==> config.mk <==
export PLATFORM = sky130hd
export DESIGN_NAME = buf_page_prog_host
export DESIGN_NICKNAME = d
export VERILOG_FILES = /design/src/include/flash_prog_pkg.sv /design/src/core/buf_page_prog_host.sv /design/src/core/spi_byte_tx.sv
export SDC_FILE = /design/constraint.sdc
export NUM_CORES = 1
export LEC_CHECK = 0
export BUFFER_PORTS_ARGS = -buffer_cell sky130_fd_sc_hd__clkbuf_2
export CORE_UTILIZATION = 48
export DETAILED_ROUTE_END_ITERATION = 8
export PLACE_DENSITY = 0.72
export SYNTH_ARGS = -nofsm -noshare
export SYNTH_HDL_FRONTEND = slang
export SYNTH_SLANG_ARGS = --single-unit
==> constraint.sdc <==
create_clock -name core_clk -period 2.55 [get_ports core_clk]
set_input_delay 0.51 -clock core_clk [delete_from_list [all_inputs] [get_ports core_clk]]
set_output_delay 0.51 -clock core_clk [all_outputs]
set_load 0.01 [all_outputs]
==> src/include/flash_prog_pkg.sv <==
// Constants for the host-side buffer/page program sequencer.
// Assumes a 10 MHz core clock and an SPI mode-0 flash on the far side.
package flash_prog_pkg;
   localparam int CLK_PERIOD_NS = 100;
   // Core cycles per SCK half period (SCK period 400 ns)
   localparam int SCK_HALF_CYC = 2;
   localparam logic [7:0] OP_PROG_ERASE_B1 = 8'h83;
   localparam logic [7:0] OP_PROG_ERASE_B2 = 8'h86;
   localparam logic [7:0] OP_PROG_NOERASE_B1 = 8'h88;
   localparam logic [7:0] OP_PROG_NOERASE_B2 = 8'h89;
   localparam logic [7:0] OP_LOAD_PROG_B1 = 8'h82;
   localparam logic [7:0] OP_LOAD_PROG_B2 = 8'h85;
   localparam logic [7:0] OP_BYTE_PROG = 8'h02;
   localparam logic [8:0] PAGE_BYTES_STD = 9'h108;
   localparam logic [8:0] PAGE_BYTES_BIN = 9'h100;
   localparam int ADDR_BYTES = 3;
   // Command kinds on the user port
   localparam logic [1:0] KIND_PROG_ERASE = 2'h0;
   localparam logic [1:0] KIND_PROG_NOERASE = 2'h1;
   localparam logic [1:0] KIND_LOAD_PROG = 2'h2;
   localparam logic [1:0] KIND_BYTE_PROG = 2'h3;
endpackage

==> src/core/buf_page_prog_host.sv <==
// Host sequencer issuing buffer-to-page program commands to a serial flash.
// Assumes the flash samples on SCK rise (mode 0); user supplies write data
// as a valid/ready byte stream. Busy is covered by waiting the maximum
// self-timed duration, since status readout is not part of this block.
//
// Contract
// - 83h/86h: buffer program with built-in erase
// - 264 mode: 4 dummy, page, 9 dummy
// - 256 mode: 5 dummy, page, 8 dummy
// - 256 mode 88h/89h/02h: short layout, confirm
// - Host pre-erases page before 88h/89h (not done here: 88h/89h is sent with no erase first)
// - 82h/85h: load buffer, erase, program
// - 264 mode: 4 dummy, page, 9-bit start
// - 256 mode: page then 8-bit start
// - 02h: 1 to page-size bytes, no erase
// - CS rises only after whole bytes
`timescale 1ns/1ps
module buf_page_prog_host #(
   parameter int ERASE_PLUS_PROGRAM_TIME_US = 40000,
   parameter int PAGE_PROGRAM_TIME_US = 4000,
   parameter int PER_BYTE_PROGRAM_TIME_US = 8
) (
   input wire logic core_clk,
   input wire logic rst,
   input wire logic binary_mode,
   input wire logic cmd_valid,
   output logic cmd_ready,
   input wire logic [1:0] cmd_kind,
   input wire logic cmd_buf_two,
   input wire logic [10:0] page_number_bits,
   input wire logic [8:0] cmd_start_addr,
   input wire logic [8:0] cmd_len,
   input wire logic data_valid,
   output logic data_ready,
   input wire logic [7:0] data_byte,
   output logic cmd_done,
   output logic cmd_reject,
   output logic flash_busy,
   output logic spi_cs_n,
   output logic spi_sck,
   output logic spi_mosi
);
   localparam int EP_CYC =
      ERASE_PLUS_PROGRAM_TIME_US * 1000 / flash_prog_pkg::CLK_PERIOD_NS;
   localparam int P_CYC =
      PAGE_PROGRAM_TIME_US * 1000 / flash_prog_pkg::CLK_PERIOD_NS;
   localparam int BP_CYC =
      PER_BYTE_PROGRAM_TIME_US * 1000 / flash_prog_pkg::CLK_PERIOD_NS;

   typedef enum logic [2:0] {ST_IDLE, ST_HEAD, ST_DATA, ST_END, ST_WAIT}
      state_e;

   // Page number and low address packed into the 24 address bits.
   // The binary layout is the 19-bit linear address for every command.
   function automatic logic [23:0] build_addr(input logic bin,
      input logic [10:0] page, input logic [8:0] low);
      logic [23:0] a;
      if (bin) begin
         a = {5'h00, page, low[7:0]};
      end else begin
         a = {4'h0, page, low};
      end
      return a;
   endfunction

   function automatic logic [7:0] pick_opcode(input logic [1:0] kind,
      input logic two);
      logic [7:0] op;
      unique case (kind)
         flash_prog_pkg::KIND_PROG_ERASE:
            op = two ? flash_prog_pkg::OP_PROG_ERASE_B2 :
                       flash_prog_pkg::OP_PROG_ERASE_B1;
         flash_prog_pkg::KIND_PROG_NOERASE:
            op = two ? flash_prog_pkg::OP_PROG_NOERASE_B2 :
                       flash_prog_pkg::OP_PROG_NOERASE_B1;
         flash_prog_pkg::KIND_LOAD_PROG:
            op = two ? flash_prog_pkg::OP_LOAD_PROG_B2 :
                       flash_prog_pkg::OP_LOAD_PROG_B1;
         flash_prog_pkg::KIND_BYTE_PROG:
            op = flash_prog_pkg::OP_BYTE_PROG;
      endcase
      return op;
   endfunction

   state_e state_r, state_nxt;
   logic [1:0] kind_r, kind_nxt;
   logic [7:0] op_r, op_nxt;
   logic [23:0] addr_r, addr_nxt;
   logic [1:0] idx_r, idx_nxt;
   logic [8:0] len_r, len_nxt;
   logic [8:0] cnt_r, cnt_nxt;
   logic [23:0] wait_r, wait_nxt;
   logic cs_n_r, cs_n_nxt;
   logic done_r, done_nxt;
   logic rej_r, rej_nxt;
   logic tx_valid, tx_ready;
   logic [7:0] tx_byte;
   logic take, has_data, len_bad;
   logic [8:0] page_size;

   spi_byte_tx u_tx (
      .core_clk(core_clk),
      .rst(rst),
      .tx_valid(tx_valid),
      .tx_byte(tx_byte),
      .tx_ready(tx_ready),
      .spi_sck(spi_sck),
      .spi_mosi(spi_mosi)
   );

   assign cmd_ready = (state_r == ST_IDLE);
   assign take = cmd_valid && cmd_ready;
   assign has_data = cmd_kind[1];
   assign page_size = binary_mode ? flash_prog_pkg::PAGE_BYTES_BIN :
                                    flash_prog_pkg::PAGE_BYTES_STD;
   // For 82h/85h and 02h, zero bytes or more than one page is refused before CS falls
   assign len_bad = has_data &&
                    (cmd_len == 9'h000 || cmd_len > page_size);

   always_comb begin
      tx_valid = 1'b0;
      tx_byte = op_r;
      data_ready = 1'b0;
      if (state_r == ST_HEAD) begin
         tx_valid = 1'b1;
         unique case (idx_r)
            2'h0: tx_byte = op_r;
            2'h1: tx_byte = addr_r[23:16];
            2'h2: tx_byte = addr_r[15:8];
            2'h3: tx_byte = addr_r[7:0];
         endcase
      end else if (state_r == ST_DATA) begin
         // Stream stalls until the shifter frees up
         tx_valid = data_valid;
         tx_byte = data_byte;
         data_ready = tx_ready;
      end
   end

   always_comb begin
      state_nxt = state_r;
      kind_nxt = kind_r;
      op_nxt = op_r;
      addr_nxt = addr_r;
      idx_nxt = idx_r;
      len_nxt = len_r;
      cnt_nxt = cnt_r;
      wait_nxt = wait_r;
      cs_n_nxt = cs_n_r;
      done_nxt = 1'b0;
      rej_nxt = 1'b0;
      unique case (state_r)
         ST_IDLE: begin
            if (take) begin
               if (len_bad) begin
                  rej_nxt = 1'b1;
               end else begin
                  // 83h/86h, 88h/89h, 82h/85h or 02h by kind and buffer
                  op_nxt = pick_opcode(cmd_kind, cmd_buf_two);
                  // Dummy bits in front of the page, start or dummy after
                  addr_nxt = build_addr(binary_mode, page_number_bits,
                     has_data ? cmd_start_addr : 9'h000);
                  kind_nxt = cmd_kind;
                  len_nxt = has_data ? cmd_len : 9'h000;
                  idx_nxt = 2'h0;
                  cnt_nxt = 9'h000;
                  cs_n_nxt = 1'b0;
                  state_nxt = ST_HEAD;
               end
            end
         end
         ST_HEAD: begin
            if (tx_ready) begin
               idx_nxt = idx_r + 2'h1;
               if (idx_r == 2'(flash_prog_pkg::ADDR_BYTES)) begin
                  state_nxt = kind_r[1] ? ST_DATA : ST_END;
               end
            end
         end
         ST_DATA: begin
            if (tx_valid && tx_ready) begin
               cnt_nxt = cnt_r + 9'h001;
               // Only the requested count goes out; with 02h the device
               // programs just those bytes, with 82h/85h the whole buffer page
               if (cnt_r + 9'h001 == len_r) begin
                  state_nxt = ST_END;
               end
            end
         end
         ST_END: begin
            // CS rises only once the last bit has fully shifted
            if (tx_ready) begin
               cs_n_nxt = 1'b1;
               state_nxt = ST_WAIT;
               unique case (kind_r)
                  flash_prog_pkg::KIND_PROG_NOERASE:
                     wait_nxt = 24'(P_CYC);
                  flash_prog_pkg::KIND_BYTE_PROG:
                     wait_nxt = 24'(len_r * BP_CYC);
                  default:
                     wait_nxt = 24'(EP_CYC);
               endcase
            end
         end
         ST_WAIT: begin
            // Self-timed operation in the device; hold off all commands
            if (wait_r == 24'h00_0000) begin
               done_nxt = 1'b1;
               state_nxt = ST_IDLE;
            end else begin
               wait_nxt = wait_r - 24'h00_0001;
            end
         end
         default: state_nxt = ST_IDLE;
      endcase
   end

   always_ff @(posedge core_clk) begin
      if (rst) begin
         state_r <= ST_IDLE;
         kind_r <= 2'h0;
         op_r <= 8'h00;
         addr_r <= 24'h00_0000;
         idx_r <= 2'h0;
         len_r <= 9'h000;
         cnt_r <= 9'h000;
         wait_r <= 24'h00_0000;
         cs_n_r <= 1'b1;
         done_r <= 1'b0;
         rej_r <= 1'b0;
      end else begin
         state_r <= state_nxt;
         kind_r <= kind_nxt;
         op_r <= op_nxt;
         addr_r <= addr_nxt;
         idx_r <= idx_nxt;
         len_r <= len_nxt;
         cnt_r <= cnt_nxt;
         wait_r <= wait_nxt;
         cs_n_r <= cs_n_nxt;
         done_r <= done_nxt;
         rej_r <= rej_nxt;
      end
   end

   assign spi_cs_n = cs_n_r;
   assign cmd_done = done_r;
   assign cmd_reject = rej_r;
   assign flash_busy = (state_r == ST_WAIT);

   AST_OP_ERASE: assert property (@(posedge core_clk)
      disable iff (rst) take && !len_bad && cmd_kind == 2'h0 |=>
      op_r == ($past(cmd_buf_two) ? 8'h86 : 8'h83))
      else $error("Wrong opcode for program with erase");
   AST_OP_NOERASE: assert property (@(posedge core_clk)
      disable iff (rst) take && !len_bad && cmd_kind == 2'h1 |=>
      op_r == ($past(cmd_buf_two) ? 8'h89 : 8'h88))
      else $error("Wrong opcode for program without erase");
   AST_OP_LOAD: assert property (@(posedge core_clk)
      disable iff (rst) take && !len_bad && cmd_kind == 2'h2 |=>
      op_r == ($past(cmd_buf_two) ? 8'h85 : 8'h82))
      else $error("Wrong opcode for load and program");
   AST_ADDR_STD: assert property (@(posedge core_clk)
      disable iff (rst) take && !len_bad && !binary_mode |=>
      addr_r[23:20] == 4'h0 && addr_r[19:9] == $past(page_number_bits))
      else $error("Standard page address misplaced");
   AST_ADDR_BIN: assert property (@(posedge core_clk)
      disable iff (rst) take && !len_bad && binary_mode |=>
      addr_r[23:19] == 5'h00 && addr_r[18:8] == $past(page_number_bits))
      else $error("Binary page address misplaced");
   AST_START_ADDR: assert property (@(posedge core_clk)
      disable iff (rst) take && !len_bad && cmd_kind[1] && !binary_mode |=>
      addr_r[8:0] == $past(cmd_start_addr))
      else $error("Buffer start address not sent");
   AST_CS_WHOLE_BYTES: assert property (@(posedge core_clk)
      disable iff (rst)
      $rose(cs_n_r) |-> $past(tx_ready) && $past(state_r) == ST_END)
      else $error("CS rose inside a byte");
   AST_DATA_COUNT: assert property (@(posedge core_clk)
      disable iff (rst)
      state_r == ST_DATA && state_nxt == ST_END |-> cnt_r + 9'h001 == len_r)
      else $error("Data byte count mismatch");
   AST_BYTE_WAIT: assert property (@(posedge core_clk)
      disable iff (rst) state_r == ST_END && tx_ready && kind_r == 2'h3 |=>
      wait_r == 24'($past(len_r) * BP_CYC))
      else $error("Byte program wait not scaled");
   AST_NO_CMD_BUSY: assert property (@(posedge core_clk)
      disable iff (rst) state_r == ST_WAIT |-> !cmd_ready && cs_n_r)
      else $error("Command accepted while device busy");
endmodule

==> src/core/spi_byte_tx.sv <==
// SPI mode-0 byte shifter, MSB first, generating SCK from core_clk.
// Assumes the caller holds chip select low around a run of bytes.
`timescale 1ns/1ps
module spi_byte_tx (
   input wire logic core_clk,
   input wire logic rst,
   input wire logic tx_valid,
   input wire logic [7:0] tx_byte,
   output logic tx_ready,
   output logic spi_sck,
   output logic spi_mosi
);
   logic busy_r, busy_nxt;
   logic [7:0] sh_r, sh_nxt;
   logic [2:0] bit_r, bit_nxt;
   logic [1:0] ph_r, ph_nxt;
   logic sck_r, sck_nxt;

   always_comb begin
      busy_nxt = busy_r;
      sh_nxt = sh_r;
      bit_nxt = bit_r;
      ph_nxt = ph_r;
      sck_nxt = 1'b0;
      if (!busy_r) begin
         if (tx_valid) begin
            busy_nxt = 1'b1;
            sh_nxt = tx_byte;
            bit_nxt = 3'h0;
            ph_nxt = 2'h0;
         end
      end else begin
         ph_nxt = ph_r + 2'h1;
         // Rising edge in the middle of the bit, data stable before it
         sck_nxt = (ph_r >= 2'(flash_prog_pkg::SCK_HALF_CYC - 1)) &&
                   (ph_r != 2'h3);
         if (ph_r == 2'h3) begin
            sh_nxt = {sh_r[6:0], 1'b0};
            bit_nxt = bit_r + 3'h1;
            if (bit_r == 3'h7) begin
               busy_nxt = 1'b0;
            end
         end
      end
   end

   always_ff @(posedge core_clk) begin
      if (rst) begin
         busy_r <= 1'b0;
         sh_r <= 8'h00;
         bit_r <= 3'h0;
         ph_r <= 2'h0;
         sck_r <= 1'b0;
      end else begin
         busy_r <= busy_nxt;
         sh_r <= sh_nxt;
         bit_r <= bit_nxt;
         ph_r <= ph_nxt;
         sck_r <= sck_nxt;
      end
   end

   assign tx_ready = !busy_r;
   assign spi_sck = sck_r;
   assign spi_mosi = sh_r[7];

   AST_SCK_IDLE_LOW: assert property (@(posedge core_clk)
      disable iff (rst) !busy_r |=> !sck_r)
      else $error("SCK toggled outside a byte");
endmodule

==> run metrics, run 1 <==
Max-slew headroom 59.24%; DRT Pass-1 Iters 5; CTS tree done; Routed Antenna Nets 0; GPL Wtd Cong about 0.89; Worst EP required 2.82 ns; CP Launch Type flip-flop; row count 37; library cells used by synthesis 65; f_max 0.3932 GHz; die area 11310 um2; status completed; total CTS buffers 9; Area Overhead vs Synth 17.33%; reg2reg start wait_r[21]$_SDFFE_PP0P_; total wire length 14030 um; total number of vias around 5200; Syn. warnings 0; CTS root buffer clkbuf_8; Slew @ Worst Pin 0.6059 ns; Net Count, Synth 736; Synth area leader dfxtp_1; NumNets Final between 800 and 900; cell area after synthesis 5226 um2; worst-path fanout max 5; initial antenna violation count 0; largest net degree at the start of global routing 39; HP Start cmd_start_addr[7]; first-pass GRT wire length 23470 um; Post-synth EDFFs 0; CP Launch Point wait_r[21]$_SDFFE_PP0P_; Tcrit/Tclk final ~100%; area taken by multi-input logic gates 3192 um2; Hold/Removal Path Class input pin to flip-flop; top-area cell type share of the netlist area a little over a third; asr flop ratio synth 0%; die width 106.3 um; mean post-synth cell area about 7.9 um2; Post-CTS Hold Buffers 0; fin. max-slew vios 0; clock sink total 92; IO Port Bufs 52; MaxCap Viol Count 0; Peak VDD IR 0.2808 mV; most frequent cells in the layout dfxtp_1 (89), nor2_1 (85), nand2_1 (69); GRT Total Usage 25.82%; GRT overflow 0; CP max-delay cell or4_4; crit path DAT about 2.8 ns; Setup TNS 0 ns; most frequent cell on the critical path or4_4; Post-DP HPWL slightly above 10000 um; n_diodes 0; crit path kind flip-flop to flip-flop; Tot Pwr 3487 uW; initial drt markers 350; setup ws final about 0.007 ns; number of global-route vias before repair 4932; Leakage Power 0.002470 uW; RSZ-0062 raised after global routing true; Syn Inst Count 665; Seq cells post-synth 92; Critical Path, Cell by Cell or4_4, or4_4, o41a_1, buf_6, o211ai_1, xor2_1, nor2_1; Critical Path End Type flip-flop; DRC viols 0; storage element area 1846 um2; CTS clk-pin slew, worst paths approximately 0.11 ns; worst hold slack 0.3785 ns; Final Hold Fails 0; I/O Pins 53; final clock skew between 0.01 and 0.015 ns; CTS max path bufs 2; DR vias/cell 5.966; pwr/cell area 568.6 nW/um2; Die Y 106.3 um; drt wl/cell 16.02 um; most common cell after layout, fill and taps aside dfxtp_1; worst-skew pair later-pin latency 0.37 ns; core area 10460 um2; share of cells above drive strength 1 17.57%; dpl ws -0.07554 ns; synth top area cells dfxtp_1 (35%), a21oi_1 (6.3%), nor2_1 (6.2%), ha_1 (6.0%), nand2_1 (5.0%); post-synthesis sequential area ratio 35.24%; Largest stage delay, worst path 0.53 ns; Fillers 972; Post-synth top flop dfxtp_1; fin crit period about 2.5 ns; H-tree depth 3; Setup-failing EPs final 0; Initial Utilization 49.95%; Reg2Reg Setup Slack between 0.006 and 0.007 ns
==> what timing repair did <==
item / CTS / global route
setup endpoints to repair: 14 / 18
pin swaps: 7 / 5
buffers inserted: 1 / 0
resized for setup: 4 / 10
==> stage by stage <==
| step | util, % | std cells | instance area, um2 |
|---|---|---|---|
| finish | 58.61 | 876 | 6132 |
| global route | 58.61 | 876 | 6132 |
| CTS | 58.40 | 876 | 6110 |
| detailed placement | 55.93 | 859 | 5852 |
| global placement | 55.93 | 859 | 5852 |
| floorplan | - | 665 | 5226 |
==> sequential cells by signal, summed over array words and instances (netlist names) <==
name and count:
wait_r 24, addr_r 20, cnt_r 9, len_r 9, u_tx.sh_r 8, op_r 5
state_r 3, u_tx.bit_r 3, idx_r 2, kind_r 2, u_tx.ph_r 2, cmd_done 1
cmd_reject 1, spi_cs_n 1, u_tx.busy_r 1, u_tx.spi_sck 1
==> layer usage <==
metal	wire [um]	up-vias	GRT usage (%)	share of wire, %
met4	382	0	11.90	2.7
li1	-	2561	-	-
met1	6312	2431	33.74	45
met5	0	-	0	0
met3	751	36	3.495	5.4
met2	6585	198	42.07	47
==> final timing paths <==
path / to / cells past startpoint
setup / recovery: wait_r[20]$_SDFFE_PP0P_ / 7
hold reg to reg: op_r[2]$_SDFFE_PP0P_ / 2
hold / removal: addr_r[7]$_SDFFE_PP0P_ / 3
setup reg to reg: wait_r[20]$_SDFFE_PP0P_ / 7
==> worst max-delay path, delay by kind of cell, from the launching register on <==
kind | cells | cell delay (ns)
simple gates | 3 | 1.05
xor+xnor | 1 | 0.18
compound gates | 2 | 0.72
buf+inv | 1 | 0.16
flops | 1 | 0.34
==> cells in the mapped netlist, types with 2 or more instances <==
cell       instances
nand3_1           35
nand4_1            5
o211ai_1          10
xnor2_1           19
and3_1             7
clkbuf_1          29
nor3b_1            5
buf_2              2
a21oi_1           66
a22o_1             6
nand3b_1           3
or4_1              6
ha_1              25
o21ai_1            3
a311oi_1           3
a2111oi_0          3
nand2_1           70
a22oi_1            3
or3_1              7
o22ai_1            5
nor3_1            19
a41oi_1            2
nor2_1            86
nor4_1            11
dfxtp_1           92
o21ai_0           31
nand2b_1           7
and2_1             2
o41ai_1            2
o21bai_1           2
xor2_1             8
a222oi_1           4
o21a_1             3
a32oi_1            4
a211oi_1          15
nor2b_1            3
buf_1              6
o41a_1             2
mux2i_1           12
inv_1             15
a21o_1             3
==> power by group <==
group | switching, uW | internal (uW) | leakage, uW
logic | 435 | 279 | 0.00160
registers | 63.0 | 1530 | 0.000748
clock network | 598 | 578 | 0.000117
==> cell families after synthesis <==
logic type	synth area share, %
AO/OA/AOI/OAI	22.38
XOR/XNOR	4.525
adder cells (fa/ha/maj)	6.368
buffers and inverters	4.213
flip-flops	35.24
multiplexers	2.298
AND/OR/NAND/NOR	24.97
==> layout make-up <==
class / instances / area share (%)
Sequential cell: 92 / 30.10
Multi-Input combinational cell: 518 / 52.05
Clock buffer: 9 / 2.020
Clock inverter: 7 / 1.877
Tap cell: 136 / 2.775
Timing Repair Buffer: 98 / 10.20
Inverter: 16 / 0.9794
Note: power is estimated with default switching activity, not from simulation.
==> run 2: changes to the inputs <==
- CORE_MARGIN: unset -> 2
- CORE_UTILIZATION: 48 -> 54
- PLACE_DENSITY: 0.72 -> 0.79
- clock period: 2.55 -> 2.1 ns (I/O delays scaled with it)
==> run 2 against run 1 <==
The flow now finishes with violations (setup timing). Highest routed layer unchanged. Die area shrank 7.3%. Setup slack lost 0.39 ns. Worst hold slack got worse by 0.087 ns. Count of clock-buffer cells in the layout is the same. Design area increased by 8.7%. Global-route usage grew 3.6 points. First-iteration DRC count is 33% higher. Combinational power increased by 39%. Sequential power increased by 21%. Clock power up 4%.
==> run metrics, run 2 (synthesis gave the netlist of run 1 again) <==
die width 102.4 um (-3.7%); status complete, but fails checks; DRC viols 0 (unchanged); Critical Path, Cell by Cell or4_4, or4_4, o41a_1, nor2_4, buf_12, nor3_1, a22o_1; fin. max-slew vios 0 (unchanged); Area Overhead vs Synth 27.56%; CP max-delay cell or4_4; reg2reg end wait_r[12]$_SDFFE_PP0P_; CTS tree done; setup ws final -0.3802 ns (-0.3871 ns); Slew @ Worst Pin 0.6731 ns (+0.06724 ns); Critical Path End Type flip-flop; Comb pwr share 23.8% (+3.3 points); total CTS buffers 9 (unchanged); Levels on crit path 7 (unchanged); total number of vias 5563 (+6.4%); Max-slew headroom 55.13% (-4.1 points); first-pass GRT wire length 24680 um (+5.2%); Hold/Removal Path Class input pin to flip-flop; Initial Utilization 56.03% (+6.1 points); CP Launch Point wait_r[20]$_SDFFE_PP0P_; MaxCap Viol Count 0 (unchanged); crit-path leading delay family simple AND/OR/NAND/NOR gates; CTS root buffer clkbuf_8; Worst EP required 2.38 ns (-0.44 ns); crit path DAT 2.76 ns (-0.05 ns); Setup-failing EPs final 27 (+27); die area 10480 um2 (-7.3%); Routed Antenna Nets 0 (unchanged); IO Port Bufs 52 (unchanged); Peak VDD IR 0.4193 mV (+49%); CP Launch Type flip-flop; max FFs per register 24 (unchanged); number of global-route vias before repair 5388 (+9.2%); H-tree depth 3 (unchanged); Largest stage delay, worst path 0.51 ns (-0.02 ns); sequential share of power 46.6% (+0.8 points); core area 9328 um2 (-11%); total wire length 15370 um (+9.6%); GPL Wtd Cong 0.9387 (+5.3%); drt wl/cell 16.78 um (+4.8%); Top reg by flops wait_r; reg2reg start wait_r[20]$_SDFFE_PP0P_; clock network fraction of design power 29.6% (-4.1 points); Tot Pwr 4161 uW (+19%); Placed Cells 895 (+4.2%); failing checks setup timing; initial antenna violation count 0 (unchanged); NumNets Final 853 (+5.8%); clock sink total 92 (unchanged); hold path depth 3 (unchanged); share of cells above drive strength 1 25.54% (+8.0 points); NetSw 1413 uW (+29%); final clock skew 0.01711 ns (+0.003035 ns); CP bufs+invs 1 (unchanged); sw frac 33.95% (+2.5 points); GRT overflow 0 (unchanged); Post-CTS Hold Buffers 0 (unchanged); worst setup path end wait_r[12]$_SDFFE_PP0P_; Largest regs wait_r (24), addr_r (20); pwr/cell area 624.2 nW/um2 (+9.8%); Final Hold Fails 0 (unchanged); worst-skew pair later-pin latency 0.38 ns (about the same); DR vias/cell 6.073 (+1.8%); fin crit period 2.480 ns (-0.06291 ns); Reg2Reg Setup Slack -0.38 ns (-0.39 ns); CTS clk-pin slew, worst paths 0.11 ns (about the same); crit path kind flip-flop to flip-flop; initial drt markers 464 (+33%); Pint 2748 uW (+15%); f_max 0.4032 GHz (+2.5%); GRT Total Usage 29.45% (+3.6 points); most common cell after layout, fill and taps aside dfxtp_1; n_diodes 0 (unchanged); RSZ-0062 raised after global routing true; Tcrit/Tclk final 118.1% (+18 points); Post-DP HPWL 11150 um (+8.2%); post-route non-filler standard cell count 916 (+4.6%); I/O Pins 53 (unchanged); Leakage Power 0.002768 uW (+12%); most frequent cell on the critical path or4_4; largest net degree at the start of global routing 66 (+69%); Worst Reg2Reg Path Length in Cells 7 (unchanged); CTS max path bufs 2 (unchanged); row count 35 (-5.4%); DRT Pass-1 Iters 6 (+1); most frequent cells in the layout dfxtp_1 (88), buf_4 (84), nor2_1 (83); worst-path fanout max 5 (unchanged); Die Y 102.4 um (-3.7%)
-- run 2: changes by cell type in the layout (fill, tap and decap cells not counted), moves of 3 or more --
cell     previous run  this run
buf_4              43        84
buf_6               2         6
ha_1               25        22
ha_4                0         3
nor3_1             18        15
o21ai_0            29        26
o21ai_1             3         7
o22ai_1             5         2
o22ai_2             0         3
-- run 2: routing by layer --
layer | global-route usage [%] | up-vias | wire length (um)
li1 | - | 2667 | -
met1 | 36.28 | 2597 | 6241
met2 | 50.76 | 245 | 7739
met3 | 5.198 | 54 | 988
met4 | 12.31 | 0 | 404
met5 | 0 | - | 0
-- run 2: final cells by class --
type,count,area (um2)
clock buffers,9,123.9
clock inverters,7,77.57
fillers,707,2661
inverters,16,65.06
multi-input cells,518,3371
flip-flops and latches,92,1849
well taps,129,161.4
repair buffers,145,1018
-- run 2: power by group through the flow --
| stage | combinational [uW] | clock [uW] | sequential (uW) |
|---|---|---|---|
| global placement | 901 | 0 | 1970 |
| global route | 1090 | 1310 | 1950 |
| detailed placement | 938 | 0 | 1980 |
| CTS | 956 | 1230 | 1940 |
| finish | 991 | 1230 | 1940 |
| floorplan | 587 | 0 | 1960 |
-- run 2: how the worst min path moves through the flow --
stage	slack, ns	startpoint	end
after floorplan	0.43	op_r[1]$_SDFFE_PP0P_	op_r[1]$_SDFFE_PP0P_
after global placement	0.44	op_r[1]$_SDFFE_PP0P_	op_r[1]$_SDFFE_PP0P_
after detailed placement	0.44	op_r[1]$_SDFFE_PP0P_	op_r[1]$_SDFFE_PP0P_
after CTS	0.29	cmd_start_addr[1]	addr_r[1]$_SDFFE_PP0P_
after global routing	0.29	cmd_start_addr[3]	addr_r[3]$_SDFFE_PP0P_
final	0.29	cmd_start_addr[2]	addr_r[2]$_SDFFE_PP0P_
-- run 2: per-stage QoR --
step | TNS (ns) | cell area, um2 | util [%] | hold slack (ns) | worst slack (ns)
after floorplan | -2.081 | 5278 | - | 0.4288 | -0.2014
after global placement | -8.602 | 6217 | 66.65 | 0.4396 | -0.2413
after detailed placement | -13.82 | 6217 | 66.65 | 0.4402 | -0.3102
after CTS | -6.127 | 6479 | 69.46 | 0.2897 | -0.3183
after global routing | -8.956 | 6666 | 71.47 | 0.2917 | -0.4237
final | -7.226 | 6666 | 71.47 | 0.2911 | -0.3802
-- run 2: repair_timing --
item	4_1_cts	5_1_grt
pin swaps	3	15
setup endpoints to repair	26	65
buffers inserted	2	3
gates resized for setup	11	32
-- run 2: worst register-to-register path: cells and delay by family (launching register included) --
kind | cells | cell delay, ns
buffers and inverters | 1 | 0.14
DFF | 1 | 0.34
and+or+nand+nor | 4 | 1.22
AOI/OAI and AO/OA | 2 | 0.66
==> run 3: changes to the inputs <==
- PLACE_DENSITY: 0.79 -> unset
- PLACE_DENSITY_LB_ADDON: unset -> 0.3
==> run 3 against run 2 <==
The run still ends with setup timing left. Sequential power hardly changed. Design area rose by 0.43%. Cell count increased by 0.87%. Utilization rose by 0.31 points.
==> run metrics, run 3 (synthesis gave the netlist of run 1 again) <==
Max-slew headroom 52.71% (-2.4 points); failing checks setup timing; die width 102.4 um (unchanged); Critical Path End Type flip-flop; crit path kind flip-flop to flip-flop; Largest stage delay, worst path 0.53 ns (+0.02 ns); drt wl/cell 16.38 um (-2.4%); core area 9328 um2 (unchanged); sequential share of power 46.9% (+0.3 points); share of cells above drive strength 1 26.42% (+0.88 points); Pint 2820 uW (+2.6%); IO Port Bufs 52 (unchanged); met1 usage 35.53% (-0.74 points); n_diodes 0 (unchanged); fin crit period 2.510 ns (+0.02957 ns); Post-DP HPWL 11050 um (-0.89%); dpl ws -0.3706 ns (-0.06043 ns); GRT overflow 0 (unchanged); clock sink total 92 (unchanged); CTS clk-pin slew, worst paths 0.10 ns (about the same); crit path DAT 2.78 ns (+0.02 ns); H-tree depth 3 (unchanged); Area Overhead vs Synth 28.11%; Largest regs wait_r (24), addr_r (20); total number of vias 5591 (+0.50%); Final Hold Fails 0 (unchanged); Tcrit/Tclk final 119.5% (+1.4 points); DRC viols 0 (unchanged); GR Util met2 52.48% (+1.7 points); most frequent cells in the layout buf_4 (91), dfxtp_1 (88), nor2_1 (83); Routed Antenna Nets 0 (unchanged); NetSw 1305 uW (-7.6%); I/O Pins 53 (unchanged); worst-skew pair later-pin latency 0.37 ns (about the same); Setup-failing EPs final 27 (unchanged); Hold/Removal Path Class input pin to flip-flop; final clock skew 0.01544 ns (-0.001666 ns); initial drt markers 384 (-17%); Placed Cells 901 (+0.67%); CTS tree done; CTS max path bufs 2 (unchanged); fin. max-slew vios 0 (unchanged); DRT Pass-1 Iters 5 (-1); number of global-route vias before repair 5424 (+0.67%); total wire length 15140 um (-1.5%); Initial Utilization 56.03% (unchanged); post-route non-filler standard cell count 924 (+0.87%); met3 Usage GRT 5.404% (+0.21 points); RSZ-0062 raised after global routing true; Die Y 102.4 um (unchanged); row count 35 (unchanged); die area 10480 um2 (unchanged); Worst EP required 2.37 ns (about the same); Leakage Power 0.002771 uW (+0.11%); NumNets Final 861 (+0.94%); Comb pwr share 23.4% (-0.4 points); sw frac 31.63% (-2.3 points); initial antenna violation count 0 (unchanged); GPL Wtd Cong 0.9444 (+0.61%); GRT busiest layer met2; final core occ 71.78% (+0.31 points); first-pass GRT wire length 24710 um (+0.11%); total CTS buffers 9 (unchanged); status complete, but fails checks; GRT Total Usage 29.49% (+0.045 points); DR vias/cell 6.051 (-0.37%); setup ws final -0.4098 ns (-0.02957 ns); CP max-delay cell or4_4; CP Launch Type flip-flop; most common cell after layout, fill and taps aside buf_4; max FFs per register 24 (unchanged); clock network fraction of design power 29.6% (about the same); Peak VDD IR 0.4534 mV (+8.1%); pwr/cell area 616.1 nW/um2 (-1.3%); Top reg by flops wait_r; MaxCap Viol Count 0 (unchanged); CTS root buffer clkbuf_8; largest net degree at the start of global routing 67 (+1.5%); f_max 0.3984 GHz (-1.2%); Critical Path, Cell by Cell or4_4, or4_4, buf_4, o41ai_4, buf_4, buf_6, a211oi_1, xnor2_1, nor2_1; worst-path fanout max 3 (-2); Fillers 712 (+0.71%); Slew @ Worst Pin 0.7094 ns (+0.03624 ns)
[run 3: through the flow]
stage	hold WS, ns	power (uW)	TNS, ns	instance area, um2
floorplan	0.4288	2547	-2.081	5278
finish	0.3047	4125	-7.826	6695
detailed placement	0.4461	2903	-10.45	6250
CTS	0.2942	4106	-6.186	6556
global placement	0.4409	2862	-6.328	6250
global route	0.3117	4330	-9.625	6695
[run 3: critical path: cells and delay by family (launching register included)]
kind | cells | cell delay (ns)
compound gates | 2 | 0.37
flops | 1 | 0.34
xor+xnor | 1 | 0.17
simple gates | 3 | 1.01
buf+inv | 3 | 0.51
[run 3: layout make-up]
class                   instances  area [um2]  area share (%)
multi-input cells             518        3358           50.16
flip-flops and latches         92        1847           27.58
repair buffers                153        1065           15.90
well taps                     129       161.4           2.411
clock buffers                  10       127.6           1.906
clock inverters                 6       71.32           1.065
inverters                      16       65.06          0.9718
[run 3: what timing repair did]
item,in CTS,in global routing
gates cloned,0,0
hold buffers,0,0
resized for setup,24,25
pin swaps,18,23
setup buffers,3,5
endpoints found under the setup margin,27,29
[run 3: power groups by stage]
stage                     registers (uW)  clock network (uW)  logic [uW]
after floorplan                     1960                   0         587
after global placement              1970                   0         894
after detailed placement            1970                   0         929
after CTS                           1930                1230         941
after global routing                1950                1310        1070
final                               1940                1220         966
[run 3: layer usage]
metal	up-vias	wire length (um)
met4	0	500
met5	-	0
met3	58	970
li1	2673	-
met2	265	7486
met1	2595	6182
[run 3: worst paths after layout]
check / from / to / slack [ns] / cells after the start
worst min-delay path: cmd_start_addr[7] / addr_r[7]$_SDFFE_PP0P_ / 0.30 / 3
worst max-delay path: wait_r[22]$_SDFFE_PP0P_ / wait_r[23]$_SDFFE_PP0P_ / -0.41 / 9
worst max register to register: wait_r[22]$_SDFFE_PP0P_ / wait_r[23]$_SDFFE_PP0P_ / -0.41 / 9
worst min register to register: addr_r[4]$_SDFFE_PP0P_ / addr_r[4]$_SDFFE_PP0P_ / 0.46 / 2
